### src/inc/mbm_pkg.sv
package mbm_pkg;
	// ***************************************************************
	// Register map (Modbus register numbers)
	// ***************************************************************
	localparam logic [15:0] ADDR_SLOT_FIRST = 16'h1389;
	localparam logic [15:0] ADDR_SLOT_LAST  = 16'h1398;
	localparam logic [15:0] VAL_SLOT_FIRST  = 16'h13bb;
	localparam logic [15:0] VAL_SLOT_SECOND = 16'h13bd;
	localparam logic [15:0] VAL_SLOT_LAST   = 16'h13d9;
	localparam logic [15:0] VAL_AREA_END    = 16'h13da;
	localparam logic [15:0] ADDR_SLOT_RESET = 16'h0000;
	localparam int          SLOT_COUNT      = 16;

	// ***************************************************************
	// Telegram limits (registers per telegram)
	// ***************************************************************
	localparam logic [6:0]  READ_MAX        = 7'h7d;
	localparam logic [6:0]  WRITE_MAX       = 7'h78;

	// ***************************************************************
	// Byte order settings
	// ***************************************************************
	localparam logic [1:0]  ORD_1032        = 2'h0;
	localparam logic [1:0]  ORD_0123        = 2'h1;
	localparam logic [1:0]  ORD_2301        = 2'h2;
	localparam logic [1:0]  ORD_3210        = 2'h3;

	// ***************************************************************
	// Timing
	// ***************************************************************
	localparam int          CLK_PERIOD_NS   = 40;
	localparam int          PAR_TIMEOUT_NS  = 10000;
	localparam logic [7:0]  PAR_TIMEOUT_CYC = 8'(PAR_TIMEOUT_NS / CLK_PERIOD_NS);

	typedef enum logic [2:0] {
		T_IDLE   = 3'h0,
		T_LOAD   = 3'h1,
		T_PREP   = 3'h2,
		T_TX0    = 3'h3,
		T_TX1    = 3'h4,
		T_RX0    = 3'h5,
		T_RX1    = 3'h6,
		T_COMMIT = 3'h7
	} mbm_tg_t;

	typedef enum logic [1:0] {
		S_LOAD  = 2'h0,
		S_REQ   = 2'h1,
		S_STORE = 2'h2
	} mbm_scan_t;

	// Float byte index sent at sequence position pos
	function automatic logic [1:0] mbm_float_sel(input logic [1:0] ord, input logic [1:0] pos);
		case (ord)
			ORD_1032: return pos ^ 2'h1;
			ORD_0123: return pos;
			ORD_2301: return pos ^ 2'h2;
			default:  return pos ^ 2'h3;
		endcase
	endfunction : mbm_float_sel

	function automatic logic mbm_msb_first(input logic [1:0] ord);
		return (ord == ORD_1032) || (ord == ORD_3210);
	endfunction : mbm_msb_first
endpackage : mbm_pkg

### src/hw/mbm_value_mem.sv
`timescale 1ns/100ps
// Value store for the data area, one 32-bit word per slot
module mbm_value_mem (
	input  wire logic        clk_in,
	input  wire logic        we_in,
	input  wire logic [3:0]  waddr_in,
	input  wire logic [31:0] wdata_in,
	input  wire logic [3:0]  raddr_in,
	output logic      [31:0] rdata_out
);
	logic [31:0] mem [0:15];

	always_ff @(posedge clk_in) begin
		if (we_in) begin
			mem[waddr_in] <= wdata_in;
		end
		rdata_out <= mem[raddr_in];
	end
endmodule : mbm_value_mem

### src/hw/mbm_data_map.sv
`timescale 1ns/100ps
module mbm_data_map (
	input  wire logic        REF_CLK_IN,
	input  wire logic        NRST_IN,
	input  wire logic [1:0]  BYTE_ORDER_IN,
	input  wire logic        TG_START_IN,
	input  wire logic        TG_WRITE_IN,
	input  wire logic [15:0] TG_ADDR_IN,
	input  wire logic [6:0]  TG_COUNT_IN,
	output logic             TG_BUSY_OUT,
	output logic             TG_DONE_OUT,
	output logic             TG_ERR_OUT,
	output logic             TX_VALID_OUT,
	output logic      [7:0]  TX_BYTE_OUT,
	input  wire logic        TX_READY_IN,
	input  wire logic        RX_VALID_IN,
	input  wire logic [7:0]  RX_BYTE_IN,
	output logic             RX_READY_OUT,
	output logic             PAR_REQ_OUT,
	output logic      [15:0] PAR_ADDR_OUT,
	input  wire logic        PAR_ACK_IN,
	input  wire logic [31:0] PAR_DATA_IN,
	input  wire logic        PAR_FLOAT_IN,
	input  wire logic        PAR_WRITABLE_IN,
	output logic             PAR_WR_OUT,
	output logic      [15:0] PAR_WADDR_OUT,
	output logic      [31:0] PAR_WDATA_OUT,
	input  wire logic [7:0]  STR_LEN_IN,
	input  wire logic [7:0]  STR_POS_IN,
	output logic      [7:0]  STR_IDX_OUT
);
	// ***************************************************************
	// Declarations
	// ***************************************************************
	mbm_pkg::mbm_tg_t   tg_state, next_tg_state;
	mbm_pkg::mbm_scan_t scan_state, next_scan_state;
	logic [15:0] cur_addr, next_cur_addr;
	logic [6:0]  cnt, next_cnt;
	logic        tg_write, next_tg_write;
	logic [7:0]  tx_byte, next_tx_byte;
	logic [7:0]  tx_spare, next_tx_spare;
	logic [7:0]  rx_b0, next_rx_b0;
	logic [7:0]  rx_b1, next_rx_b1;
	logic [31:0] wacc, next_wacc;
	logic        have_lo, next_have_lo;
	logic        done, next_done;
	logic        err, next_err;
	logic        par_wr, next_par_wr;
	logic [15:0] par_waddr, next_par_waddr;
	logic [31:0] par_wdata, next_par_wdata;
	logic [15:0] aslot [0:15];
	logic [15:0] slot_float, slot_wr;
	logic [3:0]  scan_slot, next_scan_slot;
	logic [15:0] par_addr, next_par_addr;
	logic [7:0]  scan_tmo, next_scan_tmo;
	logic [31:0] scan_val, next_scan_val;
	logic        scan_flt, next_scan_flt;
	logic        scan_wrb, next_scan_wrb;
	logic [7:0]  str_idx, next_str_idx;
	logic [15:0] doff, last_addr, aword, int_val;
	logic [3:0]  aidx, dslot;
	logic        dhalf, is_aslot, msb_first, tg_we, aslot_we;
	logic        mem_we;
	logic [3:0]  mem_waddr;
	logic [31:0] mem_wdata, mem_rdata;
	logic [1:0]  sel0, sel1;

	assign msb_first = mbm_pkg::mbm_msb_first(BYTE_ORDER_IN);
	assign is_aslot  = cur_addr <= mbm_pkg::ADDR_SLOT_LAST;
	assign aidx      = 4'(cur_addr - mbm_pkg::ADDR_SLOT_FIRST);
	assign doff      = cur_addr - mbm_pkg::VAL_SLOT_FIRST;
	assign dslot     = doff[4:1];
	assign dhalf     = doff[0];
	assign aword     = aslot[aidx];
	assign sel0      = mbm_pkg::mbm_float_sel(BYTE_ORDER_IN, {dhalf, 1'b0});
	assign sel1      = mbm_pkg::mbm_float_sel(BYTE_ORDER_IN, {dhalf, 1'b1});
	assign int_val   = msb_first ? {rx_b0, rx_b1} : {rx_b1, rx_b0};
	assign last_addr = TG_ADDR_IN + {9'h000, TG_COUNT_IN} - 16'h0001;

	// ***************************************************************
	// Address slots
	// ***************************************************************
	assign aslot_we = (tg_state == mbm_pkg::T_COMMIT) && is_aslot;
	generate
		for (genvar n = 0; n < mbm_pkg::SLOT_COUNT; n++) begin : g_aslot
			logic [15:0] next_word;
			always_comb begin
				next_word = aslot[n];
				if (aslot_we && (aidx == 4'(n))) begin
					next_word = int_val;
				end
			end
			always_ff @(posedge REF_CLK_IN or negedge NRST_IN) begin
				if (!NRST_IN) begin
					aslot[n] <= mbm_pkg::ADDR_SLOT_RESET;
				end else begin
					aslot[n] <= next_word;
				end
			end
		end
	endgenerate

	// ***************************************************************
	// Telegram engine
	// ***************************************************************
	// Serves one window per telegram; a request that strays outside the
	// two slot windows is refused whole so no partial block is returned.
	always_comb begin
		next_tg_state  = tg_state;
		next_cur_addr  = cur_addr;
		next_cnt       = cnt;
		next_tg_write  = tg_write;
		next_tx_byte   = tx_byte;
		next_tx_spare  = tx_spare;
		next_rx_b0     = rx_b0;
		next_rx_b1     = rx_b1;
		next_wacc      = wacc;
		next_have_lo   = have_lo;
		next_done      = 1'b0;
		next_err       = 1'b0;
		next_par_wr    = 1'b0;
		next_par_waddr = par_waddr;
		next_par_wdata = par_wdata;
		tg_we          = 1'b0;
		mem_wdata      = scan_val;
		case (tg_state)
			mbm_pkg::T_IDLE: begin
				if (TG_START_IN) begin
					if ((TG_COUNT_IN == 7'h00) || (last_addr < TG_ADDR_IN) ||
					    (TG_COUNT_IN > (TG_WRITE_IN ? mbm_pkg::WRITE_MAX
					                                : mbm_pkg::READ_MAX)) ||
					    !(((TG_ADDR_IN >= mbm_pkg::ADDR_SLOT_FIRST) &&
					       (last_addr <= mbm_pkg::ADDR_SLOT_LAST)) ||
					      ((TG_ADDR_IN >= mbm_pkg::VAL_SLOT_FIRST) &&
					       (last_addr <= mbm_pkg::VAL_AREA_END)))) begin
						next_err = 1'b1;
					end else begin
						next_cur_addr = TG_ADDR_IN;
						next_cnt      = TG_COUNT_IN;
						next_tg_write = TG_WRITE_IN;
						next_have_lo  = 1'b0;
						next_tg_state = TG_WRITE_IN ? mbm_pkg::T_RX0 : mbm_pkg::T_LOAD;
					end
				end
			end
			mbm_pkg::T_LOAD: begin
				next_tg_state = mbm_pkg::T_PREP;
			end
			mbm_pkg::T_PREP: begin
				if (is_aslot) begin
					next_tx_byte  = msb_first ? aword[15:8] : aword[7:0];
					next_tx_spare = msb_first ? aword[7:0]  : aword[15:8];
				end else if (slot_float[dslot]) begin
					next_tx_byte  = mem_rdata[{sel0, 3'h0} +: 8];
					next_tx_spare = mem_rdata[{sel1, 3'h0} +: 8];
				end else if (!dhalf) begin
					next_tx_byte  = msb_first ? mem_rdata[15:8] : mem_rdata[7:0];
					next_tx_spare = msb_first ? mem_rdata[7:0]  : mem_rdata[15:8];
				end else begin
					// Second register of an integer slot carries nothing
					next_tx_byte  = 8'h00;
					next_tx_spare = 8'h00;
				end
				next_tg_state = mbm_pkg::T_TX0;
			end
			mbm_pkg::T_TX0: begin
				if (TX_READY_IN) begin
					next_tx_byte  = tx_spare;
					next_tg_state = mbm_pkg::T_TX1;
				end
			end
			mbm_pkg::T_RX0: begin
				if (RX_VALID_IN) begin
					next_rx_b0    = RX_BYTE_IN;
					next_tg_state = mbm_pkg::T_RX1;
				end
			end
			mbm_pkg::T_RX1: begin
				if (RX_VALID_IN) begin
					next_rx_b1    = RX_BYTE_IN;
					next_tg_state = mbm_pkg::T_COMMIT;
				end
			end
			default: begin
				// T_TX1 and T_COMMIT both close one register
				if ((tg_state == mbm_pkg::T_COMMIT) || TX_READY_IN) begin
					if ((tg_state == mbm_pkg::T_COMMIT) && !is_aslot) begin
						next_have_lo = 1'b0;
						if (slot_float[dslot]) begin
							next_wacc[{sel0, 3'h0} +: 8] = rx_b0;
							next_wacc[{sel1, 3'h0} +: 8] = rx_b1;
							next_have_lo = !dhalf;
							tg_we = dhalf && have_lo && slot_wr[dslot];
							mem_wdata = next_wacc;
						end else begin
							tg_we = !dhalf && slot_wr[dslot];
							mem_wdata = {16'h0000, int_val};
						end
						if (tg_we) begin
							next_par_wr    = 1'b1;
							next_par_waddr = aslot[dslot];
							next_par_wdata = mem_wdata;
						end
					end
					next_cur_addr = cur_addr + 16'h0001;
					next_cnt      = cnt - 7'h01;
					if (cnt == 7'h01) begin
						next_done     = 1'b1;
						next_tg_state = mbm_pkg::T_IDLE;
					end else begin
						next_tg_state = tg_write ? mbm_pkg::T_RX0 : mbm_pkg::T_LOAD;
					end
				end
			end
		endcase
	end

	always_ff @(posedge REF_CLK_IN or negedge NRST_IN) begin
		if (!NRST_IN) begin
			tg_state  <= mbm_pkg::T_IDLE;
			cur_addr  <= 16'h0000;
			cnt       <= 7'h00;
			tg_write  <= 1'b0;
			tx_byte   <= 8'h00;
			tx_spare  <= 8'h00;
			rx_b0     <= 8'h00;
			rx_b1     <= 8'h00;
			wacc      <= 32'h0000_0000;
			have_lo   <= 1'b0;
			done      <= 1'b0;
			err       <= 1'b0;
			par_wr    <= 1'b0;
			par_waddr <= 16'h0000;
			par_wdata <= 32'h0000_0000;
		end else begin
			tg_state  <= next_tg_state;
			cur_addr  <= next_cur_addr;
			cnt       <= next_cnt;
			tg_write  <= next_tg_write;
			tx_byte   <= next_tx_byte;
			tx_spare  <= next_tx_spare;
			rx_b0     <= next_rx_b0;
			rx_b1     <= next_rx_b1;
			wacc      <= next_wacc;
			have_lo   <= next_have_lo;
			done      <= next_done;
			err       <= next_err;
			par_wr    <= next_par_wr;
			par_waddr <= next_par_waddr;
			par_wdata <= next_par_wdata;
		end
	end

	// ***************************************************************
	// Cyclic refresh of the value slots
	// ***************************************************************
	// A telegram write owns the memory port; a pending store just waits a
	// cycle, and a silent parameter is skipped after a timeout so one bad
	// entry cannot stall the whole list.
	assign mem_we    = tg_we || (scan_state == mbm_pkg::S_STORE);
	assign mem_waddr = tg_we ? dslot : scan_slot;

	always_comb begin
		next_scan_state = scan_state;
		next_scan_slot  = scan_slot;
		next_par_addr   = par_addr;
		next_scan_tmo   = scan_tmo;
		next_scan_val   = scan_val;
		next_scan_flt   = scan_flt;
		next_scan_wrb   = scan_wrb;
		case (scan_state)
			mbm_pkg::S_LOAD: begin
				next_par_addr   = aslot[scan_slot];
				next_scan_tmo   = 8'h00;
				next_scan_state = mbm_pkg::S_REQ;
			end
			mbm_pkg::S_REQ: begin
				next_scan_tmo = scan_tmo + 8'h01;
				if (PAR_ACK_IN) begin
					next_scan_val   = PAR_DATA_IN;
					next_scan_flt   = PAR_FLOAT_IN;
					next_scan_wrb   = PAR_WRITABLE_IN;
					next_scan_state = mbm_pkg::S_STORE;
				end else if (scan_tmo == mbm_pkg::PAR_TIMEOUT_CYC) begin
					next_scan_slot  = scan_slot + 4'h1;
					next_scan_state = mbm_pkg::S_LOAD;
				end
			end
			default: begin
				if (!tg_we) begin
					next_scan_slot  = scan_slot + 4'h1;
					next_scan_state = mbm_pkg::S_LOAD;
				end
			end
		endcase
	end

	always_ff @(posedge REF_CLK_IN or negedge NRST_IN) begin
		if (!NRST_IN) begin
			scan_state <= mbm_pkg::S_LOAD;
			scan_slot  <= 4'h0;
			par_addr   <= 16'h0000;
			scan_tmo   <= 8'h00;
			scan_val   <= 32'h0000_0000;
			scan_flt   <= 1'b0;
			scan_wrb   <= 1'b0;
			slot_float <= 16'h0000;
			slot_wr    <= 16'h0000;
		end else begin
			scan_state <= next_scan_state;
			scan_slot  <= next_scan_slot;
			par_addr   <= next_par_addr;
			scan_tmo   <= next_scan_tmo;
			scan_val   <= next_scan_val;
			scan_flt   <= next_scan_flt;
			scan_wrb   <= next_scan_wrb;
			if ((scan_state == mbm_pkg::S_STORE) && !tg_we) begin
				slot_float[scan_slot] <= scan_flt;
				slot_wr[scan_slot]    <= scan_wrb;
			end
		end
	end

	mbm_value_mem u_mem (
		.clk_in    (REF_CLK_IN),
		.we_in     (mem_we),
		.waddr_in  (mem_waddr),
		.wdata_in  (mem_wdata),
		.raddr_in  (dslot),
		.rdata_out (mem_rdata)
	);

	// ***************************************************************
	// String byte sequencer
	// ***************************************************************
	always_comb begin
		next_str_idx = STR_LEN_IN - 8'h01 - STR_POS_IN;
		if (!msb_first) begin
			next_str_idx = next_str_idx ^ 8'h01;
		end
	end

	always_ff @(posedge REF_CLK_IN or negedge NRST_IN) begin
		if (!NRST_IN) begin
			str_idx <= 8'h00;
		end else begin
			str_idx <= next_str_idx;
		end
	end

	assign TG_BUSY_OUT   = tg_state != mbm_pkg::T_IDLE;
	assign TG_DONE_OUT   = done;
	assign TG_ERR_OUT    = err;
	assign TX_VALID_OUT  = (tg_state == mbm_pkg::T_TX0) || (tg_state == mbm_pkg::T_TX1);
	assign TX_BYTE_OUT   = tx_byte;
	assign RX_READY_OUT  = (tg_state == mbm_pkg::T_RX0) || (tg_state == mbm_pkg::T_RX1);
	assign PAR_REQ_OUT   = scan_state == mbm_pkg::S_REQ;
	assign PAR_ADDR_OUT  = par_addr;
	assign PAR_WR_OUT    = par_wr;
	assign PAR_WADDR_OUT = par_waddr;
	assign PAR_WDATA_OUT = par_wdata;
	assign STR_IDX_OUT   = str_idx;

	// ***************************************************************
	// Assertions
	// ***************************************************************
	localparam int TMO_BOUND = 252;
endmodule : mbm_data_map

### config.mk
export PLATFORM = sky130hd
export DESIGN_NAME = mbm_data_map
export DESIGN_NICKNAME = d
export VERILOG_FILES = /design/src/inc/mbm_pkg.sv /design/src/hw/mbm_value_mem.sv /design/src/hw/mbm_data_map.sv
export SDC_FILE = /design/constraint.sdc
export NUM_CORES = 2
export LEC_CHECK = 0
export ABC_CLOCK_PERIOD_IN_PS = 18800
export BUFFER_PORTS_ARGS = -buffer_cell sky130_fd_sc_hd__clkbuf_2
export CAP_MARGIN = 20
export CORE_MARGIN = 5
export CORE_UTILIZATION = 50
export CTS_BUF_LIST = sky130_fd_sc_hd__clkbuf_16
export CTS_CLUSTER_DIAMETER = 150
export DETAILED_ROUTE_END_ITERATION = 7
export PLACE_DENSITY = 0.75
export SLEW_MARGIN = 5
export SYNTH_ARGS = -nofsm -noshare
export SYNTH_HDL_FRONTEND = slang
export SYNTH_SLANG_ARGS = --single-unit
### constraint.sdc
create_clock -name REF_CLK_IN -period 18.8 [get_ports REF_CLK_IN]
set_input_delay 0.94 -clock REF_CLK_IN [delete_from_list [all_inputs] [get_ports REF_CLK_IN]]
set_output_delay 0.94 -clock REF_CLK_IN [all_outputs]
set_load 0.05 [all_outputs]
==> results.json <==
{
  "combPwrFrac_pct": 46.1,
  "area_delta_synth_final_pct": 12.7,
  "synth_top_area_cell": "edfxtp_1",
  "clkPwrFrac_pct": 20.4,
  "yosysTopAreaCellShare_pct": 30.8,
  "die_y_um": 326,
  "syn_area_um2": 49900,
  "fmax_mhz": 179,
  "syn_avg_cell_area_um2": 13.8,
  "ant_nets": 0,
  "place_congestion": 0.875,
  "stdcell_area_um2": 56200,
  "cts_resized": 0,
  "seq_area_frac_synth_pct": 57.4,
  "share_seq_of_total_power_pct": 33.5,
  "syn-num-nets": 3772,
  "rsz0062_at_grt": "false",
  "ys_ff_latch": 1047,
  "dieArea_um2": 106000,
  "synth-edff-count": 512,
  "slew_headroom_pct": 23.8,
  "worstMarginPinSlew_ns": 1.14,
  "syn_inst": 3611,
  "post_cts_buffers": 0,
  "clk_pin_slew_ns": 0.07,
  "drc_errors": 0,
  "fp.dieW_um": 326,
  "p_leak_uw": 0.0207,
  "layout_min_cycle_time_ns": 5.59,
  "wl_um": 143000,
  "drtIter0Drc": 4549,
  "powerDensity_nw_per_um2": 190,
  "final_cell_mix": "edfxtp_1, dfrtp_1, mux4_2",
  "antenna_found_initial": 9,
  "status": "completed",
  "synth_cell_types": 86,
  "cts_made_buffers": 106,
  "wl_per_cell_um": 27.9,
  "cts.sink_count": 1047,
  "critical_path_arrival_ns": 5.92,
  "grt_pass1_wl_um": 216000,
  "worst_skew_pair.late_latency_ns": 0.72,
  "yosys-top-cells-area": "edfxtp_1, dfrtp_1, mux4_2",
  "placed_area_um2": 52500,
  "grt_usage_pct": 26.7,
  "period_share_pct": 29.8,
  "setup_viol": 0,
  "drv_slew": 0,
  "startpoint_type": "flip-flop",
  "vias_per_cell": 6.51,
  "fin_tns_setup_ns": 0,
  "hold_class": "in -> async",
  "cts_tree": "done",
  "final_nets": 3899,
  "finClkSkew_ns": 0.0468,
  "overflow": 0,
  "drive_gt1_share_pct": 26.3,
  "path_max_fanout": 82,
  "ir_drop_mv": 0.232,
  "cp_data_required_time_ns": 19.12,
  "num_vias": 33300,
  "clockBufferDepth": 3,
  "clockRootBuffer": "clkbuf_16",
  "port_buffers": 176,
  "fillers": 7592,
  "core_um2": 98700,
  "initial_core_util_pct": 50.5,
  "yosys_warnings": 0,
  "layout_commonest_cell": "edfxtp_1",
  "ys.flop_type": "edfxtp_1",
  "internal_power_uw": 6280,
  "cts_hold_buf": 0,
  "sw_frac_of_total_pct": 41.1,
  "grt_max_degree": 176,
  "maxCapViolCount": 0,
  "path_class": "reg -> reg",
  "hold_viol": 0,
  "cts-htree-levels": 3,
  "drtPass1Iterations": 6,
  "grt_pass1_vias": 33300,
  "rows": 115,
  "synthArstFlopShare_pct": 48.0,
  "dp_hpwl_um": 89400,
  "ios": 177,
  "end_kind": "flip-flop",
  "p_sw_uw": 4380
}
-- sequential cells by signal (all words and copies together), names as in the netlist, 16 cells and up --
| name | cells |
|---|---|
| u_mem.rdata_out | 32 |
| aslot | 256 |
| PAR_WADDR_OUT | 16 |
| slot_wr | 16 |
| slot_float | 16 |
| scan_val | 32 |
| u_mem.mem | 512 |
| PAR_WDATA_OUT | 32 |
| cur_addr | 16 |
| PAR_ADDR_OUT | 16 |
| wacc | 32 |
-- cells in the mapped netlist (all sizes together), types with 15 or more instances --
library cell,number
a21o,54
a21oi,352
a22oi,27
a31oi,21
buf,103
clkbuf,163
dfrtp,503
dfxtp,32
edfxtp,512
ha,69
inv,70
mux2,115
mux2i,88
mux4,382
nand2,214
nand3,137
nand4,15
nor2,347
nor3,64
o211ai,25
o21ai,103
xnor2,20
-- logic make-up (layout without fill, tap and decap cells) --
| group | after synthesis | count (layout) | share of synthesized area (%) |
|---|---|---|---|
| buffers and inverters | 338 | 557 | 2.72 |
| AO/OA/AOI/OAI | 694 | 694 | 8.40 |
| AND/OR/NAND/NOR | 842 | 842 | 7.43 |
| multiplexers | 585 | 585 | 21.6 |
| adder cells (fa/ha/maj) | 71 | 71 | 1.81 |
| XOR/XNOR | 34 | 34 | 0.650 |
| flip-flops | 1047 | 1047 | 57.4 |
| other | 0 | 1 | 0 |
-- power groups by stage --
stage	registers [uW]	clock network, uW	logic (uW)
2_1_floorplan	3630	0	3200
3_5_place_dp	3590	0	4830
4_1_cts	3560	2200	4880
6_report	3570	2170	4920
3_3_place_gp	3570	0	4740
5_1_grt	3620	2300	5220
-- through the flow --
stage / hold slack, ns / utilization, % / instances / total power, uW / setup WS [ns]
floorplan: 0.450 / - / 3611 / 6830 / 11.97
global placement: 0.459 / 53.2 / 4912 / 8300 / 13.10
detailed placement: 0.465 / 53.2 / 4913 / 8420 / 13.24
CTS: 0.325 / 56.9 / 5113 / 10600 / 13.25
global route: 0.360 / 56.9 / 5117 / 11100 / 13.00
finish: 0.290 / 56.9 / 5118 / 10700 / 13.21
-- path summary, 6_finish.rpt --
path / cells after the start / endpoint / start / slack [ns]
max in group asynchronous: 3 / scan_slot[1]$_DFFE_PN0P_ / NRST_IN / 15.94
worst max register to register: 13 / u_mem.mem[7][8]$_DFFE_PP_ / cur_addr[0]$_DFFE_PN0P_ / 13.21
min in group REF_CLK_IN: 2 / scan_val[26]$_DFFE_PN0P_ / PAR_DATA_IN[26] / 0.46
worst max-delay path: 13 / u_mem.mem[7][8]$_DFFE_PP_ / cur_addr[0]$_DFFE_PN0P_ / 13.21
worst min-delay path: 1 / scan_val[4]$_DFFE_PN0P_ / NRST_IN / 0.29
worst min register to register: 2 / PAR_WADDR_OUT[15]$_DFFE_PN0P_ / PAR_WADDR_OUT[15]$_DFFE_PN0P_ / 0.47
-- metal layers --
layer,global-route usage [%],up-vias,wire length [um]
met5,0,-,46
met4,9.42,6,5960
met3,6.45,347,15200
met2,42.5,1939,68000
met1,36.3,16900,53600
li1,-,14100,-
-- critical path, cell delays in order (launching register included) --
cell	delay, ns
dfrtp_1	0.36
buf_4	0.26
ha_1	0.37
xnor2_2	0.43
buf_4	0.91
mux4_2	0.60
nand2_1	0.08
nand3_1	0.11
and3_1	0.30
o21ai_4	0.08
buf_4	0.78
nand3_1	0.28
o31ai_4	0.12
buf_4	0.48
-- layout make-up --
type,count,area [um2],area share [%]
clock inverters,94,977,1.74
clock buffers,106,2650,4.72
multi-input cells,2226,20300,36.1
diodes,1,2.50,0.00446
inverters,72,275,0.490
well taps,1287,1610,2.87
flip-flops and latches,1047,28600,50.9
repair buffers,285,1740,3.10
No activity file was read; power rests on OpenSTA's default activity.
